==> config.mk <==
export PLATFORM = sky130hd
export DESIGN_NAME = response_framer
export DESIGN_NICKNAME = d
export VERILOG_FILES = /design/src/frame_builder_pkg.sv /design/src/response_framer.sv
export VERILOG_INCLUDE_DIRS = /design/src
export SDC_FILE = /design/constraint.sdc
export NUM_CORES = 1
export LEC_CHECK = 0
export BUFFER_PORTS_ARGS = -buffer_cell sky130_fd_sc_hd__buf_2
export CAP_MARGIN = 20
export CORE_ASPECT_RATIO = 1.1
export CORE_MARGIN = 8
export CORE_UTILIZATION = 62
export CTS_BUF_LIST = sky130_fd_sc_hd__clkbuf_16
export DETAILED_ROUTE_END_ITERATION = 7
export PLACE_DENSITY = 0.86
export SYNTH_ARGS = -nofsm -noshare
export SYNTH_HDL_FRONTEND = slang
export SYNTH_SLANG_ARGS = --single-unit
==> constraint.sdc <==
create_clock -name ref_clk -period 15.75 [get_ports ref_clk]
set_input_delay 1.575 -clock ref_clk [delete_from_list [all_inputs] [get_ports ref_clk]]
set_output_delay 1.575 -clock ref_clk [all_outputs]
set_load 0.05 [all_outputs]
==> src/frame_builder_map.svh <==
`ifndef FRAME_BUILDER_MAP_SVH
`define FRAME_BUILDER_MAP_SVH
// ****************************************
// Framing layer
// ****************************************
`define START_BYTE     8'h7E
`define CK_BASE        8'hFF
`define TYPE_REMOTE    8'h87
`define TYPE_LOCAL     8'h88
`define TYPE_TX_STATUS 8'h89
// ****************************************
// Body offsets, counted from the type byte
// ****************************************
`define REM_ADDR_OFS   5'd2
`define REM_IP_OFS     5'd6
`define REM_CMD_OFS    5'd10
`define REM_STAT_OFS   5'd12
`define REM_HDR_LEN    5'd13
`define LOC_CMD_OFS    5'd2
`define LOC_STAT_OFS   5'd4
`define LOC_HDR_LEN    5'd5
`define TXS_STAT_OFS   5'd2
`define TXS_LEN        5'd3
`define PARAM_MAX      4'd8
`define BODY_MAX       21
// ****************************************
// Delivery codes of the status frame
// ****************************************
`define DLV_SUCCESS    8'h00
`define DLV_STACK_DOWN 8'h03
`define DLV_PHY_FAULT  8'h04
`define DLV_ACK_TMO    8'h21
`define DLV_NO_RES     8'h32
`define DLV_TOO_LONG   8'h74
`define DLV_SOCK_FAIL  8'h76
`define DLV_NO_CONN    8'h77
`define DLV_PORT_MISS  8'h78
`endif

==> src/frame_builder_pkg.sv <==
`default_nettype none
package frame_builder_pkg;
   // Command outcome, numeric order is the wire code except cs_tx_fail in local frames
   typedef enum logic [2:0] {
      cs_ok, cs_error, cs_bad_cmd, cs_bad_param, cs_tx_fail
   } cmd_status_type;
   // Transmit attempt outcome
   typedef enum logic [3:0] {
      tc_success, tc_stack_down, tc_phy_fault, tc_ack_timeout,
      tc_no_resource, tc_too_long, tc_socket_fail, tc_no_connection,
      tc_port_mismatch
   } tx_cause_type;
   typedef struct packed {
      logic [7:0]     frame_id;
      logic [31:0]    ipv4;
      logic [15:0]    cmd;
      cmd_status_type status;
      logic           query;
      logic [3:0]     plen;
      logic [63:0]    param;
   } remote_req_type;
   typedef struct packed {
      logic [7:0]     frame_id;
      logic [15:0]    cmd;
      cmd_status_type status;
      logic           read;
      logic [3:0]     plen;
      logic [63:0]    param;
   } local_req_type;
   typedef struct packed {
      logic [7:0]   frame_id;
      tx_cause_type cause;
   } txs_req_type;
endpackage
`default_nettype wire

==> src/response_framer.sv <==
`timescale 1ns/100ps
`default_nettype none
`include "frame_builder_map.svh"
// Functional notes
// - Remote reply triggers a frame of type 0x87.
// - Remote frame address offsets 5-12: four zero bytes, then IPv4.
// - Remote frame command characters at offsets 13 and 14.
// - Remote frame status at offset 15, codes 0 to 4.
// - Parameter bytes follow remote status only for a query.
// - Every local command gets a 0x88 frame; scans send several.
// - Local frame: id, command at 5-6, status codes 0 to 3.
// - Local frame carries parameter bytes on read, none on write.
// - Each transmit attempt is reported in a 0x89 frame.
// - Status frame echoes frame id; id zero suppresses the frame.
// - Delivery codes 0x00, 0x03 and 0x04.
// - Delivery code 0x21 on acknowledgment timeout.
// - Delivery codes 0x32, 0x74 and 0x76.
// - Delivery codes 0x77 and 0x78.

// ****************************************
// Output byte buffer
// ****************************************
module byte_fifo #(
   parameter int WIDTH = 8,
   parameter int DEPTH = 4
) (
   // Clock and reset
   input  wire logic             ref_clk,
   input  wire logic             rst,
   // Filling side
   input  wire logic             in_valid,
   output logic                  in_ready,
   input  wire logic [WIDTH-1:0] in_data,
   // Draining side
   output logic                  out_valid,
   input  wire logic             out_ready,
   output logic      [WIDTH-1:0] out_data
);
   localparam int AW = $clog2(DEPTH);
   logic [WIDTH-1:0] mem [DEPTH];
   logic [AW-1:0]    wr_q;
   logic [AW-1:0]    rd_q;
   logic [AW:0]      cnt_q;
   logic             wr_en;
   logic             rd_en;
   // Full and empty straight from the occupancy count
   assign in_ready  = (cnt_q != (AW+1)'(DEPTH));
   assign out_valid = (cnt_q != '0);
   assign wr_en     = in_valid && in_ready;
   assign rd_en     = out_valid && out_ready;
   assign out_data  = mem[rd_q];
   // Storage, no reset needed on data
   always_ff @(posedge ref_clk) begin
      if (wr_en) begin
         mem[wr_q] <= in_data;
      end
   end
   // Pointers and count
   always_ff @(posedge ref_clk or posedge rst) begin
      if (rst) begin
         wr_q  <= '0;
         rd_q  <= '0;
         cnt_q <= '0;
      end else begin
         if (wr_en) begin
            wr_q <= (wr_q == AW'(DEPTH-1)) ? '0 : wr_q + 1'b1;
         end
         if (rd_en) begin
            rd_q <= (rd_q == AW'(DEPTH-1)) ? '0 : rd_q + 1'b1;
         end
         cnt_q <= cnt_q + (AW+1)'(wr_en) - (AW+1)'(rd_en);
      end
   end
endmodule // byte_fifo

// ****************************************
// Response frame builder
// ****************************************
module response_framer (
   // Clock and reset
   input  wire logic                           ref_clk,
   input  wire logic                           rst,
   // Remote command reply
   input  wire logic                           rem_valid,
   output logic                                rem_ready,
   input  wire frame_builder_pkg::remote_req_type rem_req,
   // Local command reply
   input  wire logic                           loc_valid,
   output logic                                loc_ready,
   input  wire frame_builder_pkg::local_req_type  loc_req,
   // Transmit attempt outcome
   input  wire logic                           txs_valid,
   output logic                                txs_ready,
   input  wire frame_builder_pkg::txs_req_type    txs_req,
   // Serial byte stream to the host
   output logic                                ser_valid,
   input  wire logic                           ser_ready,
   output logic                       [7:0]    ser_data,
   output logic                                busy
);
   import frame_builder_pkg::*;
   typedef enum logic [0:0] {st_idle, st_send} state_type;
   state_type  state_q;
   logic [7:0] body_q [`BODY_MAX];
   logic [7:0] body_d [`BODY_MAX];
   logic [4:0] len_q;
   logic [4:0] len_d;
   logic [4:0] pos_q;
   logic [7:0] sum_q;
   logic [7:0] push_byte;
   logic       push_ready;
   logic       advance;
   logic       emit_d;
   logic       take;
   logic       last;
   // Map command outcome; local frames have no transmit failure
   function automatic logic [7:0] status_code(cmd_status_type s,
                                               logic is_local);
      if (is_local && s == cs_tx_fail) begin
         return 8'h01;
      end
      return {5'h00, s};
   endfunction

   // Map transmit outcome to delivery code
   function automatic logic [7:0] delivery_code(tx_cause_type c);
      case (c)
         tc_success:       return `DLV_SUCCESS;
         tc_stack_down:    return `DLV_STACK_DOWN;
         tc_phy_fault:     return `DLV_PHY_FAULT;
         tc_ack_timeout:   return `DLV_ACK_TMO;
         tc_no_resource:   return `DLV_NO_RES;
         tc_too_long:      return `DLV_TOO_LONG;
         tc_socket_fail:   return `DLV_SOCK_FAIL;
         tc_no_connection: return `DLV_NO_CONN;
         tc_port_mismatch: return `DLV_PORT_MISS;
         default:          return `DLV_PHY_FAULT;
      endcase
   endfunction

   // Longer values are cut so a frame never overruns the body store
   function automatic logic [3:0] clamp_len(logic [3:0] n);
      return (n > `PARAM_MAX) ? `PARAM_MAX : n;
   endfunction

   // Byte i of a right-aligned value, most significant first
   function automatic logic [7:0] param_byte(logic [63:0] v,
                                              logic [3:0] n,
                                              logic [3:0] i);
      logic [3:0] sh;
      sh = n - 4'd1 - i;
      return v[{sh[2:0], 3'b000} +: 8];
   endfunction

   // One request taken at a time, remote first, then local
   assign rem_ready = (state_q == st_idle);
   assign loc_ready = (state_q == st_idle) && !rem_valid;
   assign txs_ready = (state_q == st_idle) && !rem_valid && !loc_valid;
   assign take      = (rem_valid && rem_ready) || (loc_valid && loc_ready)
                      || (txs_valid && txs_ready);
   assign busy      = (state_q == st_send);

   // Assemble the body of the selected frame
   always_comb begin
      logic [3:0] n;
      n = '0;
      body_d = '{default: 8'h00};
      len_d  = '0;
      emit_d = 1'b0;
      if (rem_valid) begin
         n = rem_req.query ? clamp_len(rem_req.plen) : 4'd0;
         body_d[0] = `TYPE_REMOTE;
         body_d[1] = rem_req.frame_id;
         for (int k = 0; k < 4; k++) begin
            body_d[`REM_IP_OFS + k] = rem_req.ipv4[(3-k)*8 +: 8];
         end
         body_d[`REM_CMD_OFS]    = rem_req.cmd[15:8];
         body_d[`REM_CMD_OFS+1]  = rem_req.cmd[7:0];
         body_d[`REM_STAT_OFS]   = status_code(rem_req.status, 1'b0);
         for (int k = 0; k < 8; k++) begin
            if (4'(k) < n) begin
               body_d[`REM_HDR_LEN + k] =
                  param_byte(rem_req.param, n, 4'(k));
            end
         end
         len_d  = `REM_HDR_LEN + 5'(n);
         emit_d = 1'b1;
      end else if (loc_valid) begin
         n = loc_req.read ? clamp_len(loc_req.plen) : 4'd0;
         body_d[0] = `TYPE_LOCAL;
         body_d[1] = loc_req.frame_id;
         body_d[`LOC_CMD_OFS]   = loc_req.cmd[15:8];
         body_d[`LOC_CMD_OFS+1] = loc_req.cmd[7:0];
         body_d[`LOC_STAT_OFS]  = status_code(loc_req.status, 1'b1);
         for (int k = 0; k < 8; k++) begin
            if (4'(k) < n) begin
               body_d[`LOC_HDR_LEN + k] =
                  param_byte(loc_req.param, n, 4'(k));
            end
         end
         len_d  = `LOC_HDR_LEN + 5'(n);
         emit_d = 1'b1;
      end else if (txs_valid) begin
         body_d[0] = `TYPE_TX_STATUS;
         body_d[1] = txs_req.frame_id;
         body_d[`TXS_STAT_OFS] = delivery_code(txs_req.cause);
         len_d  = `TXS_LEN;
         emit_d = (txs_req.frame_id != 8'h00);
      end
   end

   // Body store loaded once per taken request
   always_ff @(posedge ref_clk or posedge rst) begin
      if (rst) begin
         body_q <= '{default: 8'h00};
         len_q <= '0;
      end else if (take) begin
         body_q <= body_d;
         len_q  <= len_d;
      end
   end

   // Byte stream: start, length, body, checksum
   assign last = (pos_q == len_q + 5'd3);
   always_comb begin
      case (pos_q)
         5'd0:    push_byte = `START_BYTE;
         5'd1:    push_byte = 8'h00;
         5'd2:    push_byte = {3'b000, len_q};
         default: push_byte = last ? `CK_BASE - sum_q
                                   : body_q[5'(pos_q - 5'd3)];
      endcase
   end
   assign advance = (state_q == st_send) && push_ready;

   // Frame sequencer; a full buffer holds the position
   always_ff @(posedge ref_clk or posedge rst) begin
      if (rst) begin
         state_q <= st_idle;
         pos_q   <= '0;
      end else begin
         case (state_q)
            st_idle: begin
               pos_q <= '0;
               if (take && emit_d) begin
                  state_q <= st_send;
               end
            end
            st_send: begin
               if (advance) begin
                  pos_q <= pos_q + 5'd1;
                  if (last) begin
                     state_q <= st_idle;
                  end
               end
            end
            default: state_q <= st_idle;
         endcase
      end
   end

   // Running sum over the body bytes only
   always_ff @(posedge ref_clk or posedge rst) begin
      if (rst) begin
         sum_q <= 8'h00;
      end else if (state_q == st_idle) begin
         sum_q <= 8'h00;
      end else if (advance && pos_q >= 5'd3 && !last) begin
         sum_q <= sum_q + push_byte;
      end
   end

   byte_fifo #(
      .WIDTH (8),
      .DEPTH (4)
   ) u_fifo (
      .ref_clk   (ref_clk),
      .rst       (rst),
      .in_valid  (state_q == st_send),
      .in_ready  (push_ready),
      .in_data   (push_byte),
      .out_valid (ser_valid),
      .out_ready (ser_ready),
      .out_data  (ser_data)
   );
endmodule // response_framer
`default_nettype wire

# [Word-level counts from Yosys, hierarchy flattened]
# Memory sizes are Yosys's and may differ from the RTL's.
# Cells that the tools add are included.
[word_totals] rom_bits=112 wordCells=177 mem_count=2 ram_bits=32 ff_bits=194 output_inout_bits=13
[memory_table] memory="(no name shown)" depth=16 word_bits=7 read_ports=1 rd_ports_with_merged_regs=0 wr=0 line_no="response_framer.sv:127" source="case (c)"
[memory_table] memory="u_fifo.mem" depth=4 word_bits=8 read_ports=1 rd_ports_with_merged_regs=0 wr=1 line_no="response_framer.sv:40" source="logic [WIDTH-1:0] mem [DEPTH];"
[op_classes] add_sub_neg=27 n_mux=55 order_cmp=20 shifts=16 eq_ne=9 reduce_logical=18 bitwise_logic=2
[op_table] cell="indexed part select 64 x 7 -> 8 bit" count=16
[op_table] cell="2-to-1 mux 8 bit" count=23
[op_table] cell="2-to-1 mux 80 bit" count=1
[op_table] cell="2-to-1 mux 64 bit" count=1
[op_table] cell="2-to-1 mux 56 bit" count=1
[op_table] cell="2-to-1 mux 24 bit" count=2
[op_table] cell="binary-select mux 8 bit (select 5 bit)" count=1
[op_table] cell="less-than comparator 3 x 4 -> 1 bit (first input constant)" count=8
[op_table] cell="2-to-1 mux 32 bit" count=1
[op_table] cell="case mux 8 bit (3 select lines)" count=1
[op_table] cell="subtractor 3 bit (second input constant)" count=8
[op_table] cell="less-than comparator 1 x 4 -> 1 bit (first input constant)" count=4
[op_table] cell="less-than comparator 2 x 4 -> 1 bit (first input constant)" count=4
[op_table] cell="2-to-1 mux 16 bit" count=1
[op_table] cell="2-to-1 mux 4 bit" count=4
[op_table] cell="2-to-1 mux 5 bit" count=3
[op_table] cell="subtractor 3 x 1 -> 3 bit (second input constant)" count=4
[op_table] cell="subtractor 3 x 2 -> 3 bit (second input constant)" count=4
[op_table] cell="2-to-1 mux 1 bit" count=11
[op_table] cell="logical AND 1 bit" count=10
[op_table] cell="case mux 5 bit (2 select lines)" count=1
[op_table] cell="adder 8 bit" count=1
[op_table] cell="greater-than comparator 4 bit (second input constant)" count=2
[op_table] cell="nonzero test 8 bit" count=1
[op_table] cell="other kinds (26)" count=34

# [Longest topological paths before layout]
# Gate-level depths: netlist (run 1).
[logic_depth] ltp_word=10 ltp_mapped=23 mapped_depth_nobuf=18

# [By module]
# A second synthesis (run 1) with hierarchy kept.
[unflattened] hier_cells=1539 area_unflattened_um2=15442.3
[modules_own_cells] mod="response_framer" area_each_um2=13840.8 n_inst=1 cells_each=1458
[modules_own_cells] mod="byte_fifo" area_each_um2=1601.5 n_inst=1 cells_each=81

# [Least setup slack after synthesis (run 1)]
# Ideal clock, no wire load.
[synth_timing] kind="register -> register" start="register pos_q[0]" end="register sum_q[7]" path_slack_ps=11102 required_time_ps=15627 stages_incl_launch_ff=23 t_arrival_ps=4525 cell_sequence="dfrtp_1 > buf_2 > buf_4 > buf_2 > inv_2 > ha_1 > buf_2 > buf_2 > clkbuf_1 > mux4_2 > nand2_1 > nand2_1 > a221o_1 > nand3_1 > o21ai_0 > ha_1 > a21o_1 > a21oi_1 > o21ai_0 > o41ai_1 > xnor2_1 > nand2_1 > mux2i_1"
[synth_between] elab_chain_len=10 word_cells_on_any_way=19 classes_between="2 x add/sub; 1 x order compare; 4 x eq/ne; 7 x mux; 1 x bitwise; 4 x reduce/logical"
[synth_lines] element="start: declaration" line_no="response_framer.sv:108" source="logic [4:0] pos_q;"
[synth_lines] element="start signal: assignment" line_no="response_framer.sv:251" source="pos_q <= pos_q + 5'd1;"
[synth_lines] element="subtractor 5 x 2 -> 5 bit" line_no="response_framer.sv:231" source=": body_q[5'(pos_q - 5'd3)];"
[synth_lines] element="NOT 5 -> 6 bit (not written as such)" line_no="response_framer.sv:231"
[synth_lines] element="binary-select mux 8 bit (select 5 bit)" line_no="response_framer.sv:231"
[synth_lines] element="2-to-1 mux 8 bit (not written as such) (2 in a row)" line_no="response_framer.sv:231"
[synth_lines] element="2-to-1 mux 8 bit" line_no="response_framer.sv:230" source="default: push_byte = last ? `CK_BASE - sum_q"
[synth_lines] element="case mux 8 bit (3 select lines) *" line_no="response_framer.sv:226" source="case (pos_q)"
[synth_lines] element="net push_byte[1]" line_no="response_framer.sv:110" source="logic [7:0] push_byte;"
[synth_lines] element="adder 8 bit *" line_no="response_framer.sv:269" source="sum_q <= sum_q + push_byte;"
[synth_lines] element="2-to-1 mux 8 bit *" line_no="response_framer.sv:268" source="end else if (advance && pos_q >= 5'd3 && !last) begin"
[synth_lines] element="2-to-1 mux 8 bit *" line_no="response_framer.sv:266" source="end else if (state_q == st_idle) begin"
[synth_lines] element="end signal: assignment" line_no="response_framer.sv:269"
[synth_lines] element="end: declaration" line_no="response_framer.sv:109" source="logic [7:0] sum_q;"
# Mark *: on every way through the listed nets, which the timed path passes. The rest lies on a longest branch. The select of a mux whose other input is x is not followed.
# A chain may end at the register's enable or synchronous reset.

# [Worst setup path in the final report (run 1)]
# Same ends and word-level chain as after synthesis.

==> impl_table.tex, run 1 <==
\begin{tabular}{lr}
\hline
Metric & Value \\
\hline
\multicolumn{2}{l}{\textbf{Setup path}} \\
\quad CP Class & reg2reg \\
\quad CP startpoint kind & flip-flop \\
\quad Startpoint of the worst-slack reg-to-reg timing path & pos\_q[0] \\
\quad Slowest CP cell & buf\_4 \\
\quad FF-to-FF setup slack & approximately 10000 ps \\
\quad Endpoint class of the critical path & flip-flop \\
\quad Number of buffers and inverters on the critical path & 3 \\
\quad Cell count of the worst reg-to-reg path & 19 \\
\quad CP max stage delay & roughly 610 ps \\
\quad Family with the most delay on the worst path & compound AO/OA/AOI/OAI gates \\
\quad Series of cell instances along the critical path & buf\_4 -> inv\_2 -> ha\_1 -> buf\_4 -> mux4\_2 -> and2\_1 -> a211oi\_1 -> a21oi\_1 -> a221o\_1 -> nand3\_1 -> o21ai\_0 -> ha\_1 -> a21o\_1 -> a21oi\_1 -> o21ai\_0 -> o41ai\_1 -> xnor2\_1 -> nand2\_1 -> mux2i\_1 \\
\quad Capture instance of the worst register-to-register path & sum\_q[7] \\
\quad Maximum fanout along the worst path & 44 \\
\quad Req. time, crit path & $\sim$16000 ps \\
\quad Worst endpoint data arrival time & 5760 ps \\
\multicolumn{2}{l}{\textbf{Clock network}} \\
\quad Max Buffers Root-to-Sink & 3 \\
\quad \# H-tree levels & 1 \\
\quad Num CTS Buffers & 23 \\
\quad Clock tree from TritonCTS & built \\
\quad Worst skew pair latency & between 500 and 600 ps \\
\quad CTS Root Cell & clkbuf\_16 \\
\quad CTS hold repair buffers & 0 \\
\quad \# clock sinks & around 220 \\
\quad Setup fix buffers added after clock tree synthesis & 0 \\
\quad Register clock-pin slew on the reported worst setup and hold paths & approximately 60 ps \\
\quad Post-cts sizing count & 0 \\
\multicolumn{2}{l}{\textbf{Die}} \\
\quad Floorplan die area & about 30000 µm² \\
\quad Top-Level Pins & 255 \\
\quad Horizontal die dimension & roughly 170 µm \\
\quad Floorplan Core Area & 24300 µm² \\
\quad Starting density of the core & 0.627 \\
\quad Height of the die & around 180 µm \\
\quad Core Rows & 60 \\
\multicolumn{2}{l}{\textbf{Power}} \\
\quad Largest vdd supply drop & 0.108 mV \\
\quad Clk pwr share & 0.170 \\
\quad Internal portion of total power & between 0.0015 and 0.002 W \\
\quad Sw frac & 0.424 \\
\quad Share of total power in sequential cells & 0.333 \\
\quad Net Switching & $\sim$0.0013 W \\
\quad Static leakage & between 8 and 9 nW \\
\quad Logic gate share of total power & 0.497 \\
\quad Power density relative to cell area & between 150 and 200 nW/µm² \\
\multicolumn{2}{l}{\textbf{Timing}} \\
\quad Share of the cycle needed by the critical path after routing & 0.341 \\
\quad Number of endpoints failing setup at the final stage & 0 \\
\quad Final total negative setup slack & 0 ps \\
\quad Max-slew violation total from the final report & 0 \\
\quad Remaining max-slew budget at the tightest pin & 0.341 \\
\quad Maximum clock skew at final layout & 15.7 ps \\
\quad Worst slew pin tran & 988 ps \\
\quad Post-layout min period & 5370 ps \\
\quad Unrepaired setup endpoints after global routing & false \\
\quad Final number of hold-violating endpoints & 0 \\
\quad Highest Clock Rate & approximately 0.19 GHz \\
\multicolumn{2}{l}{\textbf{Detailed routing}} \\
\quad Count of vias placed by the detailed router & around 14000 \\
\quad Remaining antenna violation count after routing & 0 \\
\quad Number of remaining DRC errors & 0 \\
\quad DRT Pass-1 Iters & 6 \\
\quad Via count normalized by instance count & approximately 6.6 \\
\quad Wire length after detailed routing & $\sim$48000 µm \\
\quad Iteration-0 DRC Markers & approximately 1600 \\
\quad Wire per inst & $\sim$23 µm \\
\multicolumn{2}{l}{\textbf{Worst hold path}} \\
\quad Type of the tightest min-delay check & reg2reg \\
\quad Min-Delay Endpoint & body\_q[167] \\
\quad Cell count of the worst hold path & 1 \\
\quad Hold wc startpoint & body\_q[167] \\
\multicolumn{2}{l}{\textbf{Placement}} \\
\quad RePlAce Congestion & 1.02 \\
\quad Detailed Place HPWL & between 30000 and 40000 µm \\
\quad Quantity of I/O buffers inserted on ports & 254 \\
\quad Placed instance area & approximately 17000 µm² \\
\multicolumn{2}{l}{\textbf{Finish}} \\
\quad Antenna diode count & 0 \\
\quad Commonest cells after routing, fill and taps aside & nand2\_1, mux2i\_1, buf\_2 \\
\quad Most frequent standard cell in the layout excluding fill and tap cells & nand2\_1 \\
\quad Nets & between 2000 and 2500 \\
\quad Area of all placed cells without fillers & 17300 µm² \\
\quad Fill count & 1807 \\
\quad Share of layout cells above drive strength 1 & 0.213 \\
\quad Layout area overhead & 13.8\% \\
\multicolumn{2}{l}{\textbf{Yosys}} \\
\quad Proportion of register bits with asynchronous set or reset after synthesis & 0.853 \\
\quad Number of nets produced by synthesis & approximately 1900 \\
\quad Cell count after synthesis & 1599 \\
\quad Unique masters post-synth & 67 \\
\quad Synthesized cell area & about 15000 µm² \\
\quad Count of flip-flops with a built-in enable after synthesis & 32 \\
\quad Average size of a mapped cell & approximately 9.5 µm² \\
\quad Yosys synthesis warning count & 0 \\
\quad Top\_reg\_cell synth & dfrtp\_1 \\
\quad Count of state elements after synthesis & $\sim$220 \\
\quad Part of the Yosys area used for sequential elements & 0.367 \\
\multicolumn{2}{l}{\textbf{Global route}} \\
\quad Antenna violations before repair & 4 \\
\quad Combined global-route utilization of all metal layers & 0.310 \\
\quad GRT overflow & 0 \\
\quad First-pass GRT wire length & about 73000 µm \\
\quad Via count of the first global-routing pass & roughly 13000 \\
\quad Largest net degree at the start of global routing & 104 \\
\multicolumn{2}{l}{\textbf{Flow run}} \\
\quad Number of violations of the max-capacitance limit & 0 \\
\multicolumn{2}{l}{\textbf{Run status}} \\
\quad Outcome & finished clean \\
\hline
\end{tabular}
worst register-to-register path, stage by stage (launching register included):
cell	delay, ps
dfrtp_2	340
buf_4	610
inv_2	190
ha_1	330
buf_4	510
mux4_2	420
and2_1	170
a211oi_1	310
a21oi_1	80
a221o_1	380
nand3_1	110
o21ai_0	200
ha_1	350
a21o_1	180
a21oi_1	220
o21ai_0	170
o41ai_1	320
xnor2_1	160
nand2_1	90
mux2i_1	120
metrics by stage:
step	setup slack [ps]	util	total power [W]	hold slack, ps	instances
floorplan	9150	-	0.00216	434	1599
global placement	10580	0.680	0.00251	447	2059
detailed placement	10470	0.680	0.00258	452	2059
CTS	10450	0.710	0.00311	469	2101
global route	10070	0.713	0.00330	480	2104
finish	10380	0.713	0.00313	471	2104
kinds of logic after synthesis:
group / count (synthesis) / synth area share
muxes: 333 / 0.259
and+or+nand+nor: 502 / 0.144
adders and majority gates: 27 / 0.0231
AOI/OAI and AO/OA: 348 / 0.144
DFF: 217 / 0.367
buffers and inverters: 142 / 0.0401
xor gates and xnor gates: 30 / 0.0236
power groups by stage:
stage	sequential [W]	combinational, W	clock, W
finish	0.00104	0.00156	0.000532
global route	0.00106	0.00169	0.000557
CTS	0.00104	0.00154	0.000534
detailed placement	0.00104	0.00153	0
global placement	0.00103	0.00148	0
floorplan	0.000949	0.00121	0
sequential cells by signal, indices dropped and copies added, names as in the netlist:
signal and cells:
u_fifo.rd_q 2, busy 1, sum_q 8, u_fifo.mem 32, u_fifo.wr_q 2, u_fifo.cnt_q 3, pos_q 5, body_q 159
len_q 5
per-layer routing:
metal,GRT usage,up-vias,part of all wire
li1,-,6199,-
met1,0.397,6679,0.38
met2,0.504,805,0.48
met3,0.0660,138,0.096
met4,0.117,4,0.041
met5,0,-,0.00048
cells in the mapped netlist, types with 3 or more instances:
| cell type | count | area [µm²] |
|---|---|---|
| a222oi_1 | 6 | 60.1 |
| or3_1 | 4 | 25.0 |
| dfrtp_1 | 185 | 4630 |
| xor2_1 | 9 | 78.8 |
| o21ai_0 | 33 | 165 |
| inv_2 | 5 | 18.8 |
| a32oi_1 | 3 | 26.3 |
| nand2b_1 | 10 | 62.6 |
| xnor2_1 | 14 | 123 |
| nor3_1 | 8 | 40.0 |
| and3b_1 | 9 | 78.8 |
| a21o_1 | 5 | 37.5 |
| buf_1 | 18 | 67.6 |
| nand2_1 | 325 | 1220 |
| nor2b_1 | 8 | 50.1 |
| a22o_1 | 13 | 114 |
| inv_1 | 17 | 63.8 |
| clkbuf_1 | 67 | 251 |
| nand3_1 | 47 | 235 |
| mux4_2 | 49 | 1100 |
| ha_1 | 25 | 313 |
| nand4_1 | 11 | 68.8 |
| mux2i_1 | 282 | 2820 |
| o21ai_1 | 127 | 636 |
| a211oi_1 | 9 | 67.6 |
| a21oi_1 | 36 | 180 |
| and3_1 | 17 | 106 |
| and2_1 | 11 | 68.8 |
| a31oi_1 | 26 | 163 |
| buf_2 | 26 | 130 |
| buf_4 | 5 | 37.5 |
| a221o_1 | 6 | 60.1 |
| edfxtp_1 | 32 | 961 |
| o21a_1 | 3 | 22.5 |
| a22oi_1 | 56 | 420 |
| nor2_1 | 43 | 161 |
| a32o_1 | 6 | 60.1 |
final cells by class:
cell class              count  area (µm²)  area share
clock buffers              23         576      0.0332
clock inverters            19         163     0.00938
inverters                  23        91.3     0.00527
multi-input cells        1240        9080       0.524
flip-flops and latches    217        5590       0.322
well taps                 310         388      0.0224
repair buffers            272        1450      0.0838
worst max path at each step:
| stage | startpoint | endpoint | slack [ps] | depth (start not counted) |
|---|---|---|---|---|
| 6_report | pos_q[0] | sum_q[7] | 10380 | 19 |
| 5_1_grt | pos_q[0] | sum_q[7] | 10070 | 19 |
| 4_1_cts | pos_q[0] | sum_q[7] | 10450 | 19 |
| 3_5_place_dp | pos_q[0] | sum_q[7] | 10470 | 19 |
| 3_3_place_gp | pos_q[0] | sum_q[7] | 10580 | 19 |
| 2_1_floorplan | rst | body_q[0] | 9150 | 1 |
Note: power is estimated with default switching activity, not from simulation.
==> run 2: changes to the inputs <==
Settings changed: CORE_UTILIZATION 62 to 52, PLACE_DENSITY 0.86 to 0.77.
Clock period 15.75 ns to 4.36 ns, I/O delays scaled along.
==> run 2 against run 1 <==
Against the previous run:
- via count shrank 1.6%
- utilization shrank 10 points
- clock power grew to 3.5 times the previous value
- routed wire length grew 1.3%
- global-route usage shrank 4.1 points
- critical endpoint unchanged
- worst setup slack lost 10000 ps
- clock skew grew 7.6 ps
- maximum frequency grew 29%
- clock-buffer cell count is the same
==> impl_table.tex, run 2 (synthesis gave the netlist of run 1 again) <==
\begin{tabular}{lr}
\hline
Metric & Value \\
\hline
\multicolumn{2}{l}{\textbf{Run status}} \\
\quad Outcome & finished clean \\
\multicolumn{2}{l}{\textbf{Placement}} \\
\quad RePlAce Congestion & 0.957 (-6.4\%) \\
\quad Detailed Place HPWL & 37000 µm (+3.3\%) \\
\quad Dpl ws & 177 ps (-10290 ps) \\
\quad Quantity of I/O buffers inserted on ports & 254 (unchanged) \\
\multicolumn{2}{l}{\textbf{Timing}} \\
\quad Max-slew violation total from the final report & 0 (unchanged) \\
\quad Remaining max-slew budget at the tightest pin & 0.406 (+0.0643) \\
\quad Highest Clock Rate & 0.240 GHz (+29\%) \\
\quad PnR worst setup slack & 195 ps (-10180 ps) \\
\quad Share of the cycle needed by the critical path after routing & 0.955 (+0.614) \\
\quad Final number of hold-violating endpoints & 0 (unchanged) \\
\quad Worst slew pin tran & 890 ps (-98.1 ps) \\
\quad Maximum clock skew at final layout & 23.3 ps (+7.55 ps) \\
\quad Post-layout min period & 4160 ps (-1210 ps) \\
\quad Number of endpoints failing setup at the final stage & 0 (unchanged) \\
\quad Smallest hold slack & 146 ps (-325 ps) \\
\multicolumn{2}{l}{\textbf{Detailed routing}} \\
\quad Via count normalized by instance count & 6.25 (-4.8\%) \\
\quad Number of remaining DRC errors & 0 (unchanged) \\
\quad Remaining antenna violation count after routing & 0 (unchanged) \\
\quad DRT Pass-1 Iters & 6 (unchanged) \\
\quad Count of vias placed by the detailed router & 13600 (-1.6\%) \\
\quad Wire per inst & 22.2 µm (-2.0\%) \\
\quad Wire length after detailed routing & 48300 µm (+1.3\%) \\
\quad Iteration-0 DRC Markers & 1363 (-16\%) \\
\multicolumn{2}{l}{\textbf{Die}} \\
\quad Floorplan Core Area & 28800 µm² (+18\%) \\
\quad Floorplan die area & 35100 µm² (+17\%) \\
\quad Horizontal die dimension & 179 µm (+8.3\%) \\
\quad Starting density of the core & 0.529 (-0.0972) \\
\quad Top-Level Pins & 255 (unchanged) \\
\quad Core Rows & 65 (+8.3\%) \\
\quad Height of the die & 196 µm (+8.4\%) \\
\multicolumn{2}{l}{\textbf{Finish}} \\
\quad Share of layout cells above drive strength 1 & 0.225 (+0.0111) \\
\quad Largest register FFs & 159 (unchanged) \\
\quad Registers with the most flip-flops & body\_q: 159 flops, u\_fifo.mem: 32 flops, sum\_q: 8 flops \\
\quad Nets & 2065 (+0.93\%) \\
\quad Fill count & 2501 (+38\%) \\
\quad Antenna diode count & 0 (unchanged) \\
\quad Most frequent standard cell in the layout excluding fill and tap cells & nand2\_1 \\
\quad Most flop-heavy register & body\_q \\
\quad Commonest cells after routing, fill and taps aside & nand2\_1, mux2i\_1, buf\_2 \\
\quad Layout area overhead & 15.3\% \\
\multicolumn{2}{l}{\textbf{Power}} \\
\quad Largest vdd supply drop & 0.348 mV (+220\%) \\
\quad Power density relative to cell area & 657 nW/µm² (+260\%) \\
\quad Power Total & 0.0116 W (+270\%) \\
\quad Static leakage & 8.21 nW (+1.2\%) \\
\multicolumn{2}{l}{\textbf{Clock network}} \\
\quad \# H-tree levels & 1 (unchanged) \\
\quad CTS Root Cell & clkbuf\_16 \\
\quad Clock tree from TritonCTS & built \\
\quad Num CTS Buffers & 23 (unchanged) \\
\quad Max Buffers Root-to-Sink & 3 (unchanged) \\
\quad Worst skew pair latency & 520 ps (about the same) \\
\quad Register clock-pin slew on the reported worst setup and hold paths & 70 ps (about the same) \\
\quad \# clock sinks & 217 (unchanged) \\
\multicolumn{2}{l}{\textbf{Worst hold path}} \\
\quad Type of the tightest min-delay check & in2reg \\
\multicolumn{2}{l}{\textbf{Setup path}} \\
\quad CP max stage delay & 450 ps (-160 ps) \\
\quad Number of buffers and inverters on the critical path & 2 (-1) \\
\quad Slowest CP cell & ha\_1 \\
\quad Series of cell instances along the critical path & inv\_2 -> ha\_1 -> buf\_6 -> mux4\_2 -> mux2i\_1 -> a21oi\_1 -> a221o\_1 -> nand3\_1 -> o21ai\_0 -> ha\_1 -> a21o\_1 -> a21oi\_1 -> o21ai\_0 -> o41ai\_2 -> xnor2\_1 -> nand2\_1 -> mux2i\_1 \\
\quad Family with the most delay on the worst path & compound AO/OA/AOI/OAI gates \\
\quad Endpoint class of the critical path & flip-flop \\
\quad Maximum fanout along the worst path & 20 (-55\%) \\
\quad CP Class & reg2reg \\
\quad Req. time, crit path & 4740 ps (-11400 ps) \\
\quad CP startpoint kind & flip-flop \\
\quad Worst endpoint data arrival time & 4540 ps (-1220 ps) \\
\multicolumn{2}{l}{\textbf{Global route}} \\
\quad Antenna violations before repair & 2 (-2) \\
\quad Via count of the first global-routing pass & 13800 (+2.6\%) \\
\quad Combined global-route utilization of all metal layers & 0.269 (-0.0406) \\
\quad Largest net degree at the start of global routing & 145 (+39\%) \\
\quad GRT overflow & 0 (unchanged) \\
\quad First-pass GRT wire length & 74800 µm (+2.2\%) \\
\multicolumn{2}{l}{\textbf{Flow run}} \\
\quad Number of violations of the max-capacitance limit & 0 (unchanged) \\
\hline
\end{tabular}
-- run 2: cell count changes in the layout (fill, tap and decap cells not counted), sizes merged --
cell         previous run  this run
buf                   272       290
inv                    27        24
clkinv                 10         9
clkinvlp                3         2
dlygate4sd3             0         1
-- run 2: worst register-to-register path, cell delays in order, from the launching register on --
cell and delay, ps:
dfrtp_2 370, inv_2 60, ha_1 450, buf_6 270, mux4_2 340, mux2i_1 180, a21oi_1 120, a221o_1 380
nand3_1 100, o21ai_0 130, ha_1 290, a21o_1 200, a21oi_1 230, o21ai_0 180, o41ai_2 340, xnor2_1 160
nand2_1 80, mux2i_1 160
-- run 2: path summary, 6_finish.rpt --
path	from	cells past startpoint	end	slack (ps)
worst max register to register	pos_q[0]	17	sum_q[7]	200
worst min-delay path	rem_req[71]	3	body_q[66]	150
worst min register to register	body_q[68]	2	body_q[68]	460
min in group asynchronous	rst	3	sum_q[2]	400
worst max-delay path	pos_q[0]	17	sum_q[7]	200
max in group asynchronous	rst	4	pos_q[0]	2790
-- run 2: routing by layer --
| layer | vias to the layer above | GRT usage | routed length, µm |
|---|---|---|---|
| li1 | 6216 | - | - |
| met1 | 6632 | 0.344 | 19300 |
| met2 | 616 | 0.456 | 23600 |
| met3 | 138 | 0.0338 | 3340 |
| met4 | 4 | 0.106 | 2000 |
| met5 | - | 0 | 26 |
-- run 2: where the power goes --
| part | internal [W] | switching [W] |
|---|---|---|
| Combinational | 0.00255 | 0.00340 |
| Sequential | 0.00309 | 0.000643 |
| Clock | 0.00107 | 0.000802 |
| Total | 0.00671 | 0.00484 |
-- run 2: cell type report --
cell class | count | area (µm²) | area share
Clock inverter | 14 | 119 | 0.00676
Sequential cell | 217 | 5590 | 0.318
Timing Repair Buffer | 291 | 1620 | 0.0920
Multi-Input combinational cell | 1240 | 9130 | 0.519
Clock buffer | 23 | 576 | 0.0327
Tap cell | 368 | 460 | 0.0262
Inverter | 23 | 90.1 | 0.00512
-- run 2: what timing repair did --
action                     4_1_cts  5_1_grt
hold endpoints to repair         8        0
resized for setup                0       11
setup endpoints to repair        0        2
hold buffers                     1        0
buffers inserted                 0        0
-- run 2: metrics by stage --
stage,cell area (µm²),setup TNS [ps],utilization,cells
floorplan,15300,0,-,1599
global placement,16800,0,0.584,2137
detailed placement,16800,0,0.584,2137
CTS,17500,0,0.608,2175
global route,17600,-43.2,0.611,2176
finish,17600,0,0.611,2176
